--- src/hdl/thermo_scratch_map.svh ---
// Offsets, reset values, field positions and counts of the thermometer block.
`ifndef THERMO_SCRATCH_MAP_SVH
`define THERMO_SCRATCH_MAP_SVH

`define OFS_TEMP_LOW 3'h0
`define OFS_TEMP_HIGH 3'h1
`define OFS_HIGH_THR 3'h2
`define OFS_LOW_THR 3'h3
`define OFS_CONFIG 3'h4
`define OFS_RSVD_FIVE 3'h5
`define OFS_RSVD_SIX 3'h6
`define OFS_RSVD_SEVEN 3'h7

`define RST_TEMP_LOW 8'h50
`define RST_TEMP_HIGH 8'h05
`define RST_RSVD_FIVE 8'hFF
`define RST_RSVD_SIX 8'h0C
`define RST_RSVD_SEVEN 8'h10

`define CFG_RES_HI 6
`define CFG_RES_LO 5
`define CFG_FIXED_VAL 8'h1F
`define CFG_WRITE_MASK 8'h60
`define CFG_FACTORY 8'h7F

`define CRC_SEED 8'h00
`define CRC_POLY_REFL 8'h8C
`define ID_DATA_BITS 7'h38
`define ID_ALL_BITS 7'h40
`define ID_LAST_BIT 7'h3F

`endif

--- src/hdl/thermo_scratch_pkg.sv ---
// Types shared by the thermometer scratchpad block.
package thermo_scratch_pkg;

  typedef enum logic [1:0] {
    ST_LOAD = 2'b00,
    ST_CRC = 2'b01,
    ST_RUN = 2'b10
  } boot_state_e;

  typedef struct packed {
    logic en;
    logic [2:0] addr;
    logic [7:0] data;
  } scratch_wr_s;

  typedef struct packed {
    logic done;
    logic [11:0] raw;
  } conv_result_s;

  typedef struct packed {
    logic [7:0] crc;
    logic [47:0] serial;
    logic [7:0] family;
  } rom_id_s;

endpackage

--- src/hdl/thermometer_scratchpad_alarm.sv ---
// Scratchpad, identification word, resolution and alarm logic of the sensor.
`timescale 1ns/1ps
`include "thermo_scratch_map.svh"

module thermometer_scratchpad_alarm
  import thermo_scratch_pkg::*;
#(
  parameter logic [7:0] FAMILY_CODE = 8'h5A, // Arbitrary value.
  parameter logic [47:0] SERIAL_NUMBER = 48'h0123456789AB, // Arbitrary.
  parameter logic [7:0] EE_HIGH_INIT = 8'h7D,
  parameter logic [7:0] EE_LOW_INIT = 8'hC9
)
(
  input wire logic core_clk,
  input wire logic arst_n,
  input wire logic busReset,
  input wire logic romCmdDone,
  input wire logic romCmdOverdrive,
  input wire scratch_wr_s scratchWr,
  input wire logic [2:0] rdAddr,
  input wire logic copyStrobe,
  input wire conv_result_s convIn,
  input wire logic [5:0] romBitIdx,
  input wire logic chainOn,
  input wire logic chainDone,
  input wire logic secondPortPinIn,
  input wire logic vddSenseIn,
  output logic bootDone,
  output logic ctrlAccess,
  output logic overdriveMode,
  output logic [7:0] rdData,
  output rom_id_s romId,
  output logic romBit,
  output logic alarmFlag,
  output logic condSearchRespond,
  output logic condReadRespond,
  output logic firstPortPinOut,
  output logic firstPortPinOe,
  output logic localPower,
  output logic [1:0] resolution
);

  ////////////////////////////////////////////////////////////////////////////
  // Helpers.

  // One step of the reflected CRC shifter; feedback taps x5, x4 and x0.
  function automatic logic [7:0] crcStep(input logic [7:0] crc,
                                         input logic bitIn);
    crcStep = {1'b0, crc[7:1]}
              ^ ((crc[0] ^ bitIn) ? `CRC_POLY_REFL : 8'h00);
  endfunction

  // Mask that clears the result bits that are undefined at a given resolution.
  function automatic logic [15:0] lowMask(input logic [1:0] res);
    case (res)
      2'b00: lowMask = 16'hFFF8;
      2'b01: lowMask = 16'hFFFC;
      2'b10: lowMask = 16'hFFFE;
      default: lowMask = 16'hFFFF;
    endcase
  endfunction

  ////////////////////////////////////////////////////////////////////////////
  // Pin synchronisers.

  logic [1:0] enSync_ff, vddSync_ff;

  always_ff @(posedge core_clk or negedge arst_n)
  begin
    if (!arst_n)
    begin
      enSync_ff <= 2'b11;
      vddSync_ff <= 2'b00;
    end
    else
    begin
      enSync_ff <= {enSync_ff[0], secondPortPinIn};
      vddSync_ff <= {vddSync_ff[0], vddSenseIn};
    end
  end

  ////////////////////////////////////////////////////////////////////////////
  // Power-up sequence: scratchpad load, then identification CRC.

  boot_state_e state_ff, nxt_state;
  logic [6:0] bitCnt_ff, nxt_bitCnt;
  logic [7:0] crc_ff, nxt_crc;
  logic [7:0] romCrc_ff, nxt_romCrc;
  logic loadNow, shiftBit;
  logic [55:0] idData;

  assign idData = {SERIAL_NUMBER, FAMILY_CODE};

  always_comb
  begin
    nxt_state = state_ff;
    nxt_bitCnt = bitCnt_ff;
    nxt_crc = crc_ff;
    nxt_romCrc = romCrc_ff;
    loadNow = 1'b0;
    shiftBit = 1'b0;
    case (state_ff)
      ST_LOAD:
      begin
        loadNow = 1'b1;
        nxt_crc = `CRC_SEED;
        nxt_bitCnt = 7'h00;
        nxt_state = ST_CRC;
      end
      ST_CRC:
      begin
        shiftBit = (bitCnt_ff < `ID_DATA_BITS) ? idData[bitCnt_ff[5:0]]
                   : romCrc_ff[bitCnt_ff[2:0]];
        nxt_crc = crcStep(crc_ff, shiftBit);
        if (bitCnt_ff == `ID_DATA_BITS - 7'h01)
          nxt_romCrc = crcStep(crc_ff, shiftBit);
        nxt_bitCnt = bitCnt_ff + 7'h01;
        if (bitCnt_ff == `ID_LAST_BIT)
          nxt_state = ST_RUN;
      end
      ST_RUN: nxt_state = ST_RUN;
      default: nxt_state = ST_LOAD;
    endcase
  end

  always_ff @(posedge core_clk or negedge arst_n)
  begin
    if (!arst_n)
    begin
      state_ff <= ST_LOAD;
      bitCnt_ff <= 7'h00;
      crc_ff <= `CRC_SEED;
      romCrc_ff <= `CRC_SEED;
    end
    else
    begin
      state_ff <= nxt_state;
      bitCnt_ff <= nxt_bitCnt;
      crc_ff <= nxt_crc;
      romCrc_ff <= nxt_romCrc;
    end
  end

  assign bootDone = (state_ff == ST_RUN);
  assign romId = {romCrc_ff, idData};
  always_comb romBit = romId[romBitIdx];

  ////////////////////////////////////////////////////////////////////////////
  // Command gating and speed.

  logic access_ff, nxt_access, od_ff, nxt_od;

  always_comb
  begin
    nxt_access = access_ff;
    nxt_od = od_ff;
    if (busReset)
      nxt_access = 1'b0;
    else if (romCmdDone && bootDone)
    begin
      nxt_access = 1'b1;
      if (romCmdOverdrive)
        nxt_od = 1'b1;
    end
  end

  always_ff @(posedge core_clk or negedge arst_n)
  begin
    if (!arst_n)
    begin
      access_ff <= 1'b0;
      od_ff <= 1'b0;
    end
    else
    begin
      access_ff <= nxt_access;
      od_ff <= nxt_od;
    end
  end

  assign ctrlAccess = access_ff;
  assign overdriveMode = od_ff;

  ////////////////////////////////////////////////////////////////////////////
  // Scratchpad, EEPROM backup and alarm.

  logic [15:0] temp_ff, nxt_temp, convFmt;
  logic [7:0] thr_hi_ff, nxt_thr_hi;
  logic [7:0] thr_lo_ff, nxt_thr_lo;
  logic [1:0] res_ff, nxt_res;
  logic [7:0] ee_hi_ff, nxt_ee_hi;
  logic [7:0] ee_lo_ff, nxt_ee_lo;
  logic [7:0] ee_cfg_ff, nxt_ee_cfg;
  logic alarm_ff, nxt_alarm, wrOk;
  logic [7:0] rd_ff, nxt_rd, cfgByte;
  logic signed [7:0] intDeg;

  assign cfgByte = (`CFG_FIXED_VAL & ~`CFG_WRITE_MASK)
                   | {1'b0, res_ff, 5'h00};
  assign wrOk = scratchWr.en && access_ff && bootDone;
  assign convFmt = {{4{convIn.raw[11]}}, convIn.raw} & lowMask(res_ff);
  assign intDeg = convIn.raw[11:4];

  always_comb
  begin
    nxt_temp = temp_ff;
    nxt_thr_hi = thr_hi_ff;
    nxt_thr_lo = thr_lo_ff;
    nxt_res = res_ff;
    nxt_ee_hi = ee_hi_ff;
    nxt_ee_lo = ee_lo_ff;
    nxt_ee_cfg = ee_cfg_ff;
    nxt_alarm = alarm_ff;
    if (loadNow)
    begin
      nxt_thr_hi = ee_hi_ff;
      nxt_thr_lo = ee_lo_ff;
      nxt_res = ee_cfg_ff[`CFG_RES_HI:`CFG_RES_LO];
    end
    else if (wrOk)
    begin
      case (scratchWr.addr)
        `OFS_HIGH_THR: nxt_thr_hi = scratchWr.data;
        `OFS_LOW_THR: nxt_thr_lo = scratchWr.data;
        `OFS_CONFIG: nxt_res = scratchWr.data[`CFG_RES_HI:`CFG_RES_LO];
        default: nxt_res = res_ff;
      endcase
    end
    if (copyStrobe && access_ff && bootDone)
    begin
      nxt_ee_hi = thr_hi_ff;
      nxt_ee_lo = thr_lo_ff;
      nxt_ee_cfg = cfgByte;
    end
    if (convIn.done && bootDone)
    begin
      nxt_temp = convFmt;
      nxt_alarm = intDeg >= $signed(thr_hi_ff)
                  || intDeg <= $signed(thr_lo_ff);
    end
    case (rdAddr)
      `OFS_TEMP_LOW: nxt_rd = temp_ff[7:0];
      `OFS_TEMP_HIGH: nxt_rd = temp_ff[15:8];
      `OFS_HIGH_THR: nxt_rd = thr_hi_ff;
      `OFS_LOW_THR: nxt_rd = thr_lo_ff;
      `OFS_CONFIG: nxt_rd = cfgByte;
      `OFS_RSVD_FIVE: nxt_rd = `RST_RSVD_FIVE;
      `OFS_RSVD_SIX: nxt_rd = `RST_RSVD_SIX;
      default: nxt_rd = `RST_RSVD_SEVEN;
    endcase
  end

  always_ff @(posedge core_clk or negedge arst_n)
  begin
    if (!arst_n)
    begin
      temp_ff <= {`RST_TEMP_HIGH, `RST_TEMP_LOW};
      thr_hi_ff <= 8'h00;
      thr_lo_ff <= 8'h00;
      res_ff <= 2'b11;
      ee_hi_ff <= EE_HIGH_INIT;
      ee_lo_ff <= EE_LOW_INIT;
      ee_cfg_ff <= `CFG_FACTORY;
      alarm_ff <= 1'b0;
      rd_ff <= 8'h00;
    end
    else
    begin
      temp_ff <= nxt_temp;
      thr_hi_ff <= nxt_thr_hi;
      thr_lo_ff <= nxt_thr_lo;
      res_ff <= nxt_res;
      ee_hi_ff <= nxt_ee_hi;
      ee_lo_ff <= nxt_ee_lo;
      ee_cfg_ff <= nxt_ee_cfg;
      alarm_ff <= nxt_alarm;
      rd_ff <= nxt_rd;
    end
  end

  assign rdData = rd_ff;
  assign alarmFlag = alarm_ff;
  assign condSearchRespond = alarm_ff;
  assign resolution = res_ff;
  assign localPower = vddSync_ff[1];
  assign condReadRespond = chainOn && !enSync_ff[1];
  assign firstPortPinOut = 1'b0;
  assign firstPortPinOe = chainDone;
endmodule

--- config.mk ---
export PLATFORM = sky130hd
export DESIGN_NAME = thermometer_scratchpad_alarm
export DESIGN_NICKNAME = d
export VERILOG_FILES = /design/src/hdl/thermo_scratch_pkg.sv /design/src/hdl/thermometer_scratchpad_alarm.sv
export VERILOG_INCLUDE_DIRS = /design/src /design/src/hdl
export SDC_FILE = /design/constraint.sdc
export NUM_CORES = 1
export LEC_CHECK = 0
export BUFFER_PORTS_ARGS = -buffer_cell sky130_fd_sc_hd__buf_2
export CORE_MARGIN = 2
export CORE_UTILIZATION = 30
export DETAILED_ROUTE_END_ITERATION = 6
export PLACE_DENSITY = 0.57
export SLEW_MARGIN = 20
export SYNTH_ARGS = -nofsm -noshare
export SYNTH_HDL_FRONTEND = slang
export SYNTH_SLANG_ARGS = --single-unit
export TNS_END_PERCENT = 1
--- constraint.sdc ---
create_clock -name core_clk -period 4.7 [get_ports core_clk]
set_input_delay 0.47 -clock core_clk [delete_from_list [all_inputs] [get_ports core_clk]]
set_output_delay 0.47 -clock core_clk [all_outputs]
set_load 0.03 [all_outputs]
==> results.json, run 1 <==
{
  "grt_pass1_wl_mm": 18.6,
  "synth_ff_type": "dfrtp_1",
  "ff2ff_setup_slack_ns": 1.98,
  "finalInstanceArea_um2": 5840,
  "setup_slack_ns": 1.98,
  "syn2layout_area_growth_pct": 11.9,
  "cts_sinks": 88,
  "grt_pass1_vias": 3692,
  "status": "complete, no violations",
  "p_leak_nw": 2.67,
  "layout.nets": 660,
  "fin_util_pct": 34.0,
  "cts_hold_buffers": 0,
  "coreArea_um2": 17200,
  "num_io_pins": 128,
  "fin_worst_skew_ns": 0.00560,
  "drc": 0,
  "ant_nets": 0,
  "synth_cell_types": 54,
  "placed_area_um2": 5550,
  "chipWidth_um": 136,
  "setup_violations": 0,
  "dr.pass1.iters": 5,
  "fin_crit_ns": 2.72,
  "cts.clk_slew.worst_paths_ns": 0.06,
  "cts_root_buf": "clkbuf_16",
  "drt-vias-per-instance": 4.63,
  "portBuffers": 68,
  "cts_max_level": 3,
  "post-route-period-util_pct": 58.0,
  "max_freq_ghz": 0.367,
  "cts_setup_buffers": 0,
  "fillers": 1777,
  "routedWlPerCell_um": 14.3,
  "grt_start_max_net_pins": 57,
  "place_ws_ns": 1.97,
  "synthArstFlopShare_pct": 100,
  "grt_overflow": 0,
  "yosys_warnings": 0,
  "timing.setup.tns_ns": 0,
  "hold_viol": 0,
  "grtUsageTotal_pct": 13.0,
  "synth_cells": 528,
  "synth_edf_count": 0,
  "reg2reg_to": "romCrc_ff[1]",
  "endpoint_kind": "register",
  "wl_mm": 11.7,
  "seq_area_um2": 2230,
  "critPathRequiredTime_ns": 4.93,
  "die_h_um": 136,
  "start_util_pct": 30.4,
  "layout-drive-gt1-share_pct": 22.9,
  "cts_resized": 0,
  "antenna_found_initial": 0,
  "whs_ns": 0.184,
  "yosys_register_bits": 88,
  "tritoncts": "done",
  "hpwl_mm": 8.68,
  "path_max_fanout": 30,
  "power_per_cell_area_nw_per_um2": 279,
  "layout_common_cells": "68 x dfrtp_1, 67 x buf_2, 60 x o21ai_0",
  "reg2reg_from": "state_ff[1]",
  "worstSetupPathType": "reg -> reg",
  "maxSlewHeadroom_pct": 38.8,
  "cp.arrival_ns": 2.95,
  "drv_cap": 0,
  "yosysSeqAreaShare_pct": 42.7,
  "clock_path_buffers": 2,
  "cp-start-kind": "register",
  "worst_pin_slew_ns": 0.910,
  "drv_slew": 0,
  "avgSynthCellArea_um2": 9.88,
  "vdd_drop_max_v": 0.000153,
  "num_rows": 48,
  "syn_area_um2": 5220,
  "final_common_cell": "dfrtp_1",
  "routabilityCongestion": 0.831,
  "drtIter0Drc": 168,
  "vias": 3778,
  "r2r_cells": 5,
  "multi_input_area_um2": 2570,
  "clkLatencyLatePin_ns": 0.34,
  "die_area_um2": 18500,
  "hp-class": "in -> async",
  "cts_buffers": 9,
  "rsz0062_at_grt": "no"
}
==> power by group <==
group	internal [W]	switching, W	leakage (nW)
Combinational	0.0000391	0.000132	1.43
Clock	0.000410	0.000283	0.140
Sequential	0.000765	0.00000126	1.11
Total	0.00121	0.000417	2.67
==> how the worst max path moves through the flow <==
stage | cells past startpoint | startpoint | endpoint
final | 5 | state_ff[1] | romCrc_ff[1]
after global routing | 5 | state_ff[1] | romCrc_ff[1]
after CTS | 5 | state_ff[1] | romCrc_ff[1]
after detailed placement | 5 | state_ff[1] | romCrc_ff[1]
after global placement | 5 | state_ff[1] | romCrc_ff[2]
after floorplan | 8 | romBitIdx[2] | romBit
==> area by class of cell <==
class / count / area share, %
Antenna cell: 1 / 0.0429
Tap cell: 225 / 4.82
Clock buffer: 12 / 4.05
Inverter: 28 / 1.84
Clock inverter: 4 / 0.771
Sequential cell: 88 / 38.1
Multi-Input combinational cell: 386 / 43.9
Timing Repair Buffer: 72 / 6.39
==> sequential cells by signal, summed over array words and instances (netlist names) <==
name,count
thr_hi_ff,8
temp_ff,12
ee_cfg_ff,2
vddSync_ff,2
resolution,2
ee_hi_ff,8
thr_lo_ff,8
rdData,8
romCrc_ff,8
overdriveMode,1
ee_lo_ff,8
enSync_ff,2
alarmFlag,1
crc_ff,8
state_ff,2
bitCnt_ff,7
ctrlAccess,1
==> synthesized netlist by cell type (2+ instances only) <==
cell,number,area [µm²]
o21a_1,2,15.0
nor3b_1,2,15.0
nand3_1,11,55.1
dfstp_2,20,526
dfrtp_1,68,1700
a21o_1,4,30.0
o31ai_1,3,22.5
nand3b_1,2,15.0
mux2i_1,30,300
o21ai_0,60,300
xnor2_1,2,17.5
mux4_2,3,67.6
o211ai_1,3,22.5
mux2_2,20,225
nand2_1,59,221
a22oi_1,2,15.0
a211oi_1,4,30.0
nand4_1,2,12.5
a21oi_1,14,70.1
ha_1,31,388
buf_2,2,10.0
inv_1,27,101
nor2_1,18,67.6
nand2b_1,15,93.8
nor2b_1,7,43.8
clkbuf_1,18,67.6
buf_4,59,443
xor2_1,6,52.6
o21bai_1,2,15.0
o221ai_1,2,17.5
nor4b_1,2,17.5
conb_1,2,7.51
o22ai_1,5,31.3
==> worst max-delay path, cell delays in order (launching register included) <==
cell     delay, ns
dfrtp_1       0.39
inv_1         0.09
ha_1          0.71
nand3_1       0.26
nor4_2        0.74
mux2_2        0.41
==> stage by stage <==
| stage | cells | power [W] |
|---|---|---|
| final | 816 | 0.00163 |
| after CTS | 815 | 0.00166 |
| after detailed placement | 799 | 0.000951 |
| after global routing | 815 | 0.00171 |
| after global placement | 799 | 0.000948 |
| after floorplan | 583 | 0.000931 |
==> per-layer routing <==
metal | vias to the layer above | global-route usage (%) | wire length [µm]
li1 | 1812 | - | -
met1 | 1838 | 15.5 | 4980
met2 | 108 | 23.0 | 5960
met3 | 20 | 2.54 | 510
met4 | 0 | 5.38 | 233
met5 | - | 0 | 0
==> cells by family (layout without fill, tap and decap cells) <==
logic type	count (synthesis)	in the layout	synth area share, %
simple gates	124	124	11.2
buf+inv	109	116	12.3
xor+xnor	8	8	1.34
flops	88	88	42.7
mux	54	54	11.9
other cells	2	58	0.144
compound gates	112	112	13.0
fa+ha+maj	31	31	7.43
(Power assumes the default switching activity.)
==> run 2: changes to the inputs <==
==> constraint.sdc (replaced) <==
create_clock -name core_clk -period 2.8 [get_ports core_clk]
set_input_delay 0.28 -clock core_clk [delete_from_list [all_inputs] [get_ports core_clk]]
set_output_delay 0.28 -clock core_clk [all_outputs]
set_load 0.03 [all_outputs]
==> results.json, run 2 (synthesis gave the netlist of run 1 again) <==
{
  "status": "finished with violations",
  "violations": "hold timing",
  "cts_sinks": 88,
  "fin_crit_ns": 2.62,
  "cts_root_buf": "clkbuf_16",
  "rsz0062_at_grt": "no",
  "drtIter0Drc": 253,
  "grt_pass1_wl_mm": 19.0,
  "coreArea_um2": 17200,
  "cp.arrival_ns": 2.86,
  "num_rows": 48,
  "place_inst": 806,
  "grt_start_max_net_pins": 53,
  "path_max_fanout": 7,
  "finalInstanceArea_um2": 5940,
  "wl_mm": 11.8,
  "cts_max_level": 3,
  "syn2layout_area_growth_pct": 13.8,
  "worst_pin_slew_ns": 0.711,
  "max_freq_ghz": 0.382,
  "drt-vias-per-instance": 4.63,
  "start_util_pct": 30.4,
  "maxSlewHeadroom_pct": 52.6,
  "drv_slew": 0,
  "cts.clk_slew.worst_paths_ns": 0.07,
  "vdd_drop_max_v": 0.000284,
  "clock_path_buffers": 2,
  "tritoncts": "done",
  "routabilityCongestion": 0.864,
  "drv_cap": 0,
  "cp-start-kind": "register",
  "hold_viol": 11,
  "setup_violations": 0,
  "layout.nets": 667,
  "ant_nets": 0,
  "worstSetupPathType": "reg -> reg",
  "instances_no_fill": 822,
  "die_area_um2": 18500,
  "whs_ns": -0.0226,
  "regMostFlops": "temp_ff",
  "hp-class": "in -> async",
  "grtUsageTotal_pct": 13.2,
  "portBuffers": 68,
  "hpwl_mm": 8.66,
  "power_per_cell_area_nw_per_um2": 486,
  "cts_setup_buffers": 0,
  "timing.setup.tns_ns": 0,
  "post-route-period-util_pct": 93.6,
  "placed_area_um2": 5620,
  "endpoint_kind": "register",
  "layout_common_cells": "67 x dfrtp_1, 67 x buf_2, 60 x o21ai_0",
  "p_leak_nw": 2.73,
  "chipWidth_um": 136,
  "largest_reg_flops": 12,
  "die_h_um": 136,
  "antenna_found_initial": 0,
  "grt_overflow": 0,
  "diodes": 0,
  "clkLatencyLatePin_ns": 0.35,
  "routedWlPerCell_um": 14.3,
  "vias": 3809,
  "num_io_pins": 128,
  "critPathRequiredTime_ns": 3.04,
  "fin_worst_skew_ns": 0.00633,
  "cts_buffers": 9,
  "grt_pass1_vias": 3661,
  "dr.pass1.iters": 4,
  "layout-drive-gt1-share_pct": 24.1,
  "drc": 0
}
==> run 2: path summary, 6_finish.rpt <==
check	startpoint	slack, ns	cells after the start	endpoint
min in group core_clk	secondPortPinIn	0.03	1	enSync_ff[0]
max in group asynchronous	arst_n	2.11	2	enSync_ff[1]
max reg2reg	bitCnt_ff[1]	0.18	9	romCrc_ff[3]
min	arst_n	-0.02	1	thr_lo_ff[0]
min reg2reg	enSync_ff[0]	0.36	0	enSync_ff[1]
max	bitCnt_ff[1]	0.18	9	romCrc_ff[3]
==> run 2: area by class of cell <==
cell class,count,area [µm²]
fillers,1770,11200
multi-input cells,386,2560
flip-flops and latches,88,2230
repair buffers,79,438
well taps,225,282
clock buffers,10,229
inverters,28,108
clock inverters,6,91.3
==> run 2: critical path, cell delays in order, from the launching register on <==
cell and delay, ns:
dfrtp_1 0.47, inv_1 0.14, ha_1 0.36, or2_2 0.31, a21oi_1 0.15, o211a_1 0.22
o31ai_4 0.07, xnor2_1 0.35, xor2_1 0.16, mux2_2 0.29
==> run 2: metrics by stage <==
step | worst slack [ns] | total power, W | utilization, %
2_1_floorplan | 0.442 | 0.00156 | -
3_3_place_gp | 0.207 | 0.00159 | 32.7
3_5_place_dp | 0.130 | 0.00160 | 32.7
4_1_cts | 0.117 | 0.00292 | 34.6
5_1_grt | 0.0477 | 0.00302 | 34.6
6_report | 0.179 | 0.00289 | 34.6
==> run 2: where the power goes <==
part           internal (W)  switching [W]
sequential          0.00128     0.00000245
combinational     0.0000675       0.000223
clock              0.000787       0.000522
==> run 2: timing repair <==
action                     4_1_cts  5_1_grt
gates resized for setup          0        1
hold buffers                     0        0
setup endpoints to repair        0        2
==> run 2: layer usage <==
| metal | up-vias | part of all wire, % | global-route usage [%] |
|---|---|---|---|
| met5 | - | 0 | 0 |
| met4 | 0 | 1.8 | 5.32 |
| met3 | 15 | 4.3 | 2.27 |
| met2 | 110 | 51 | 22.7 |
| met1 | 1864 | 43 | 16.6 |
| li1 | 1820 | - | - |
==> run 3: changes to the inputs <==
--- a/config.mk
+++ b/config.mk
@@ -6,13 +6,13 @@
 export SDC_FILE = /design/constraint.sdc
 export NUM_CORES = 1
 export LEC_CHECK = 0
+export ABC_CLOCK_PERIOD_IN_PS = 2800
 export BUFFER_PORTS_ARGS = -buffer_cell sky130_fd_sc_hd__buf_2
 export CORE_MARGIN = 2
 export CORE_UTILIZATION = 30
 export DETAILED_ROUTE_END_ITERATION = 6
-export PLACE_DENSITY = 0.57
 export SLEW_MARGIN = 20
 export SYNTH_ARGS = -nofsm -noshare
 export SYNTH_HDL_FRONTEND = slang
 export SYNTH_SLANG_ARGS = --single-unit
-export TNS_END_PERCENT = 1
+export TNS_END_PERCENT = 5
==> results.json, run 3 (synthesis gave the netlist of run 1 again) <==
{
  "status": "complete, no violations",
  "maxSlewHeadroom_pct": 55.9,
  "vias": 3672,
  "timing.setup.tns_ns": 0,
  "swShare_pct": 27.6,
  "cts_hold_buffers": 1,
  "regMostFlops": "temp_ff",
  "layout_common_cells": "68 x dfrtp_1, 67 x buf_2, 60 x o21ai_0",
  "max_freq_ghz": 0.391,
  "coreArea_um2": 17200,
  "clock_path_buffers": 2,
  "grt_pass1_vias": 3477,
  "highest_layer": "met4",
  "cts_setup_buffers": 0,
  "drv_cap": 0,
  "drt-vias-per-instance": 4.46,
  "ant_nets": 0,
  "routedWlPerCell_um": 13.6,
  "place_inst": 806,
  "cts_resized": 0,
  "cp-start-kind": "register",
  "grt_start_max_net_pins": 50,
  "die_h_um": 136,
  "met2_length_mm": 5.17,
  "fillers": 1757,
  "setup_violations": 0,
  "p_sw_w": 0.000746,
  "finalInstanceArea_um2": 5900,
  "drc": 0,
  "placed_area_um2": 5620,
  "rsz0062_at_grt": "no",
  "fin_worst_skew_ns": 0.00900,
  "endpoint_kind": "register",
  "grt_overflow": 0,
  "wl_mm": 11.2,
  "diodes": 0,
  "cts.clk_slew.worst_paths_ns": 0.07,
  "tritoncts": "done",
  "internal_power_w": 0.00196,
  "grt_pass1_wl_mm": 18.3,
  "num_io_pins": 128,
  "wl_met3_um": 502,
  "portBuffers": 68,
  "cp.arrival_ns": 2.78,
  "seq_area_um2": 2230,
  "hold_viol": 0,
  "layout-drive-gt1-share_pct": 23.9,
  "die_area_um2": 18500,
  "chipWidth_um": 136,
  "combPwrFrac_pct": 10.7,
  "cts_buffers": 9,
  "dr.pass1.iters": 4,
  "place_ws_ns": 0.251,
  "cts_sinks": 88,
  "design_power_total_w": 0.00270,
  "critPathRequiredTime_ns": 3.02,
  "setup_slack_ns": 0.242,
  "instances_no_fill": 823,
  "clock_power_share_pct": 41.7,
  "start_util_pct": 30.4,
  "layout.nets": 668,
  "multi_input_area_um2": 2560,
  "cts_max_level": 3,
  "worstSetupPathType": "reg -> reg",
  "drtIter0Drc": 198,
  "hpwl_mm": 8.05,
  "drv_slew": 0,
  "cts_root_buf": "clkbuf_16",
  "p_seq_share_pct": 47.6,
  "routabilityCongestion": 0.833,
  "antenna_found_initial": 0,
  "path_max_fanout": 7,
  "vdd_drop_max_v": 0.000287,
  "power_per_cell_area_nw_per_um2": 458,
  "fin_crit_ns": 2.56,
  "p_leak_nw": 2.70,
  "largest_reg_flops": 12,
  "wl_met1_mm": 5.32,
  "final_common_cell": "dfrtp_1",
  "clkLatencyLatePin_ns": 0.34,
  "grtUsageTotal_pct": 12.6,
  "hp-class": "in -> reg",
  "num_rows": 48,
  "post-route-period-util_pct": 91.3,
  "syn2layout_area_growth_pct": 13.0,
  "worst_pin_slew_ns": 0.661
}
run 3: cell count changes in the layout (fill, tap and decap cells not counted):
cell,before,now
dfrtp_2,1,0
clkinv_4,2,1
dfrtp_1,67,68
clkinvlp_4,0,3
dlygate4sd3_1,0,1
bufinv_16,2,0
run 3: final timing paths:
| path | end | cells after the start | startpoint | slack [ns] |
|---|---|---|---|---|
| worst max-delay path | romCrc_ff[3] | 8 | bitCnt_ff[1] | 0.24 |
| worst min-delay path | enSync_ff[0] | 1 | secondPortPinIn | 0.04 |
| worst max register to register | romCrc_ff[3] | 8 | bitCnt_ff[1] | 0.24 |
| worst min register to register | vddSync_ff[1] | 0 | vddSync_ff[0] | 0.36 |
| max in group asynchronous | enSync_ff[0] | 3 | arst_n | 1.58 |
| min in group asynchronous | temp_ff[5] | 2 | arst_n | 0.51 |
run 3: worst max-delay path, stage by stage, from the launching register on:
cell     delay (ns)
dfrtp_1        0.46
inv_1          0.15
ha_1           0.21
mux4_2         0.47
a22o_1         0.24
o31ai_4        0.25
xnor2_1        0.25
xor2_1         0.14
mux2_2         0.28
run 3: metal layers:
layer  track usage [%]  vias up
met5                 0        -
met2              19.8       92
met1              17.5     1746
met3              2.01       13
li1                  -     1821
met4              4.86        0
run 3: layout make-up:
class,count,area share [%]
Clock buffer,10,3.88
Inverter,28,1.82
Tap cell,225,4.77
Multi-Input combinational cell,386,43.4
Timing Repair Buffer,80,7.59
Sequential cell,88,37.8
Clock inverter,6,0.764
run 3: power groups by stage:
stage               Sequential, W  Combinational [W]  Clock, W
detailed placement        0.00131           0.000289         0
finish                    0.00129           0.000290   0.00113
floorplan                 0.00133           0.000236         0
CTS                       0.00129           0.000291   0.00117
global route              0.00129           0.000320   0.00121
global placement          0.00131           0.000288         0
run 3: through the flow:
| stage | util [%] | hold slack, ns |
|---|---|---|
| after floorplan | - | -0.0156 |
| after global placement | 32.7 | 0.334 |
| after detailed placement | 32.7 | 0.346 |
| after CTS | 34.3 | 0.0237 |
| after global routing | 34.3 | 0.0250 |
| final | 34.3 | 0.0381 |
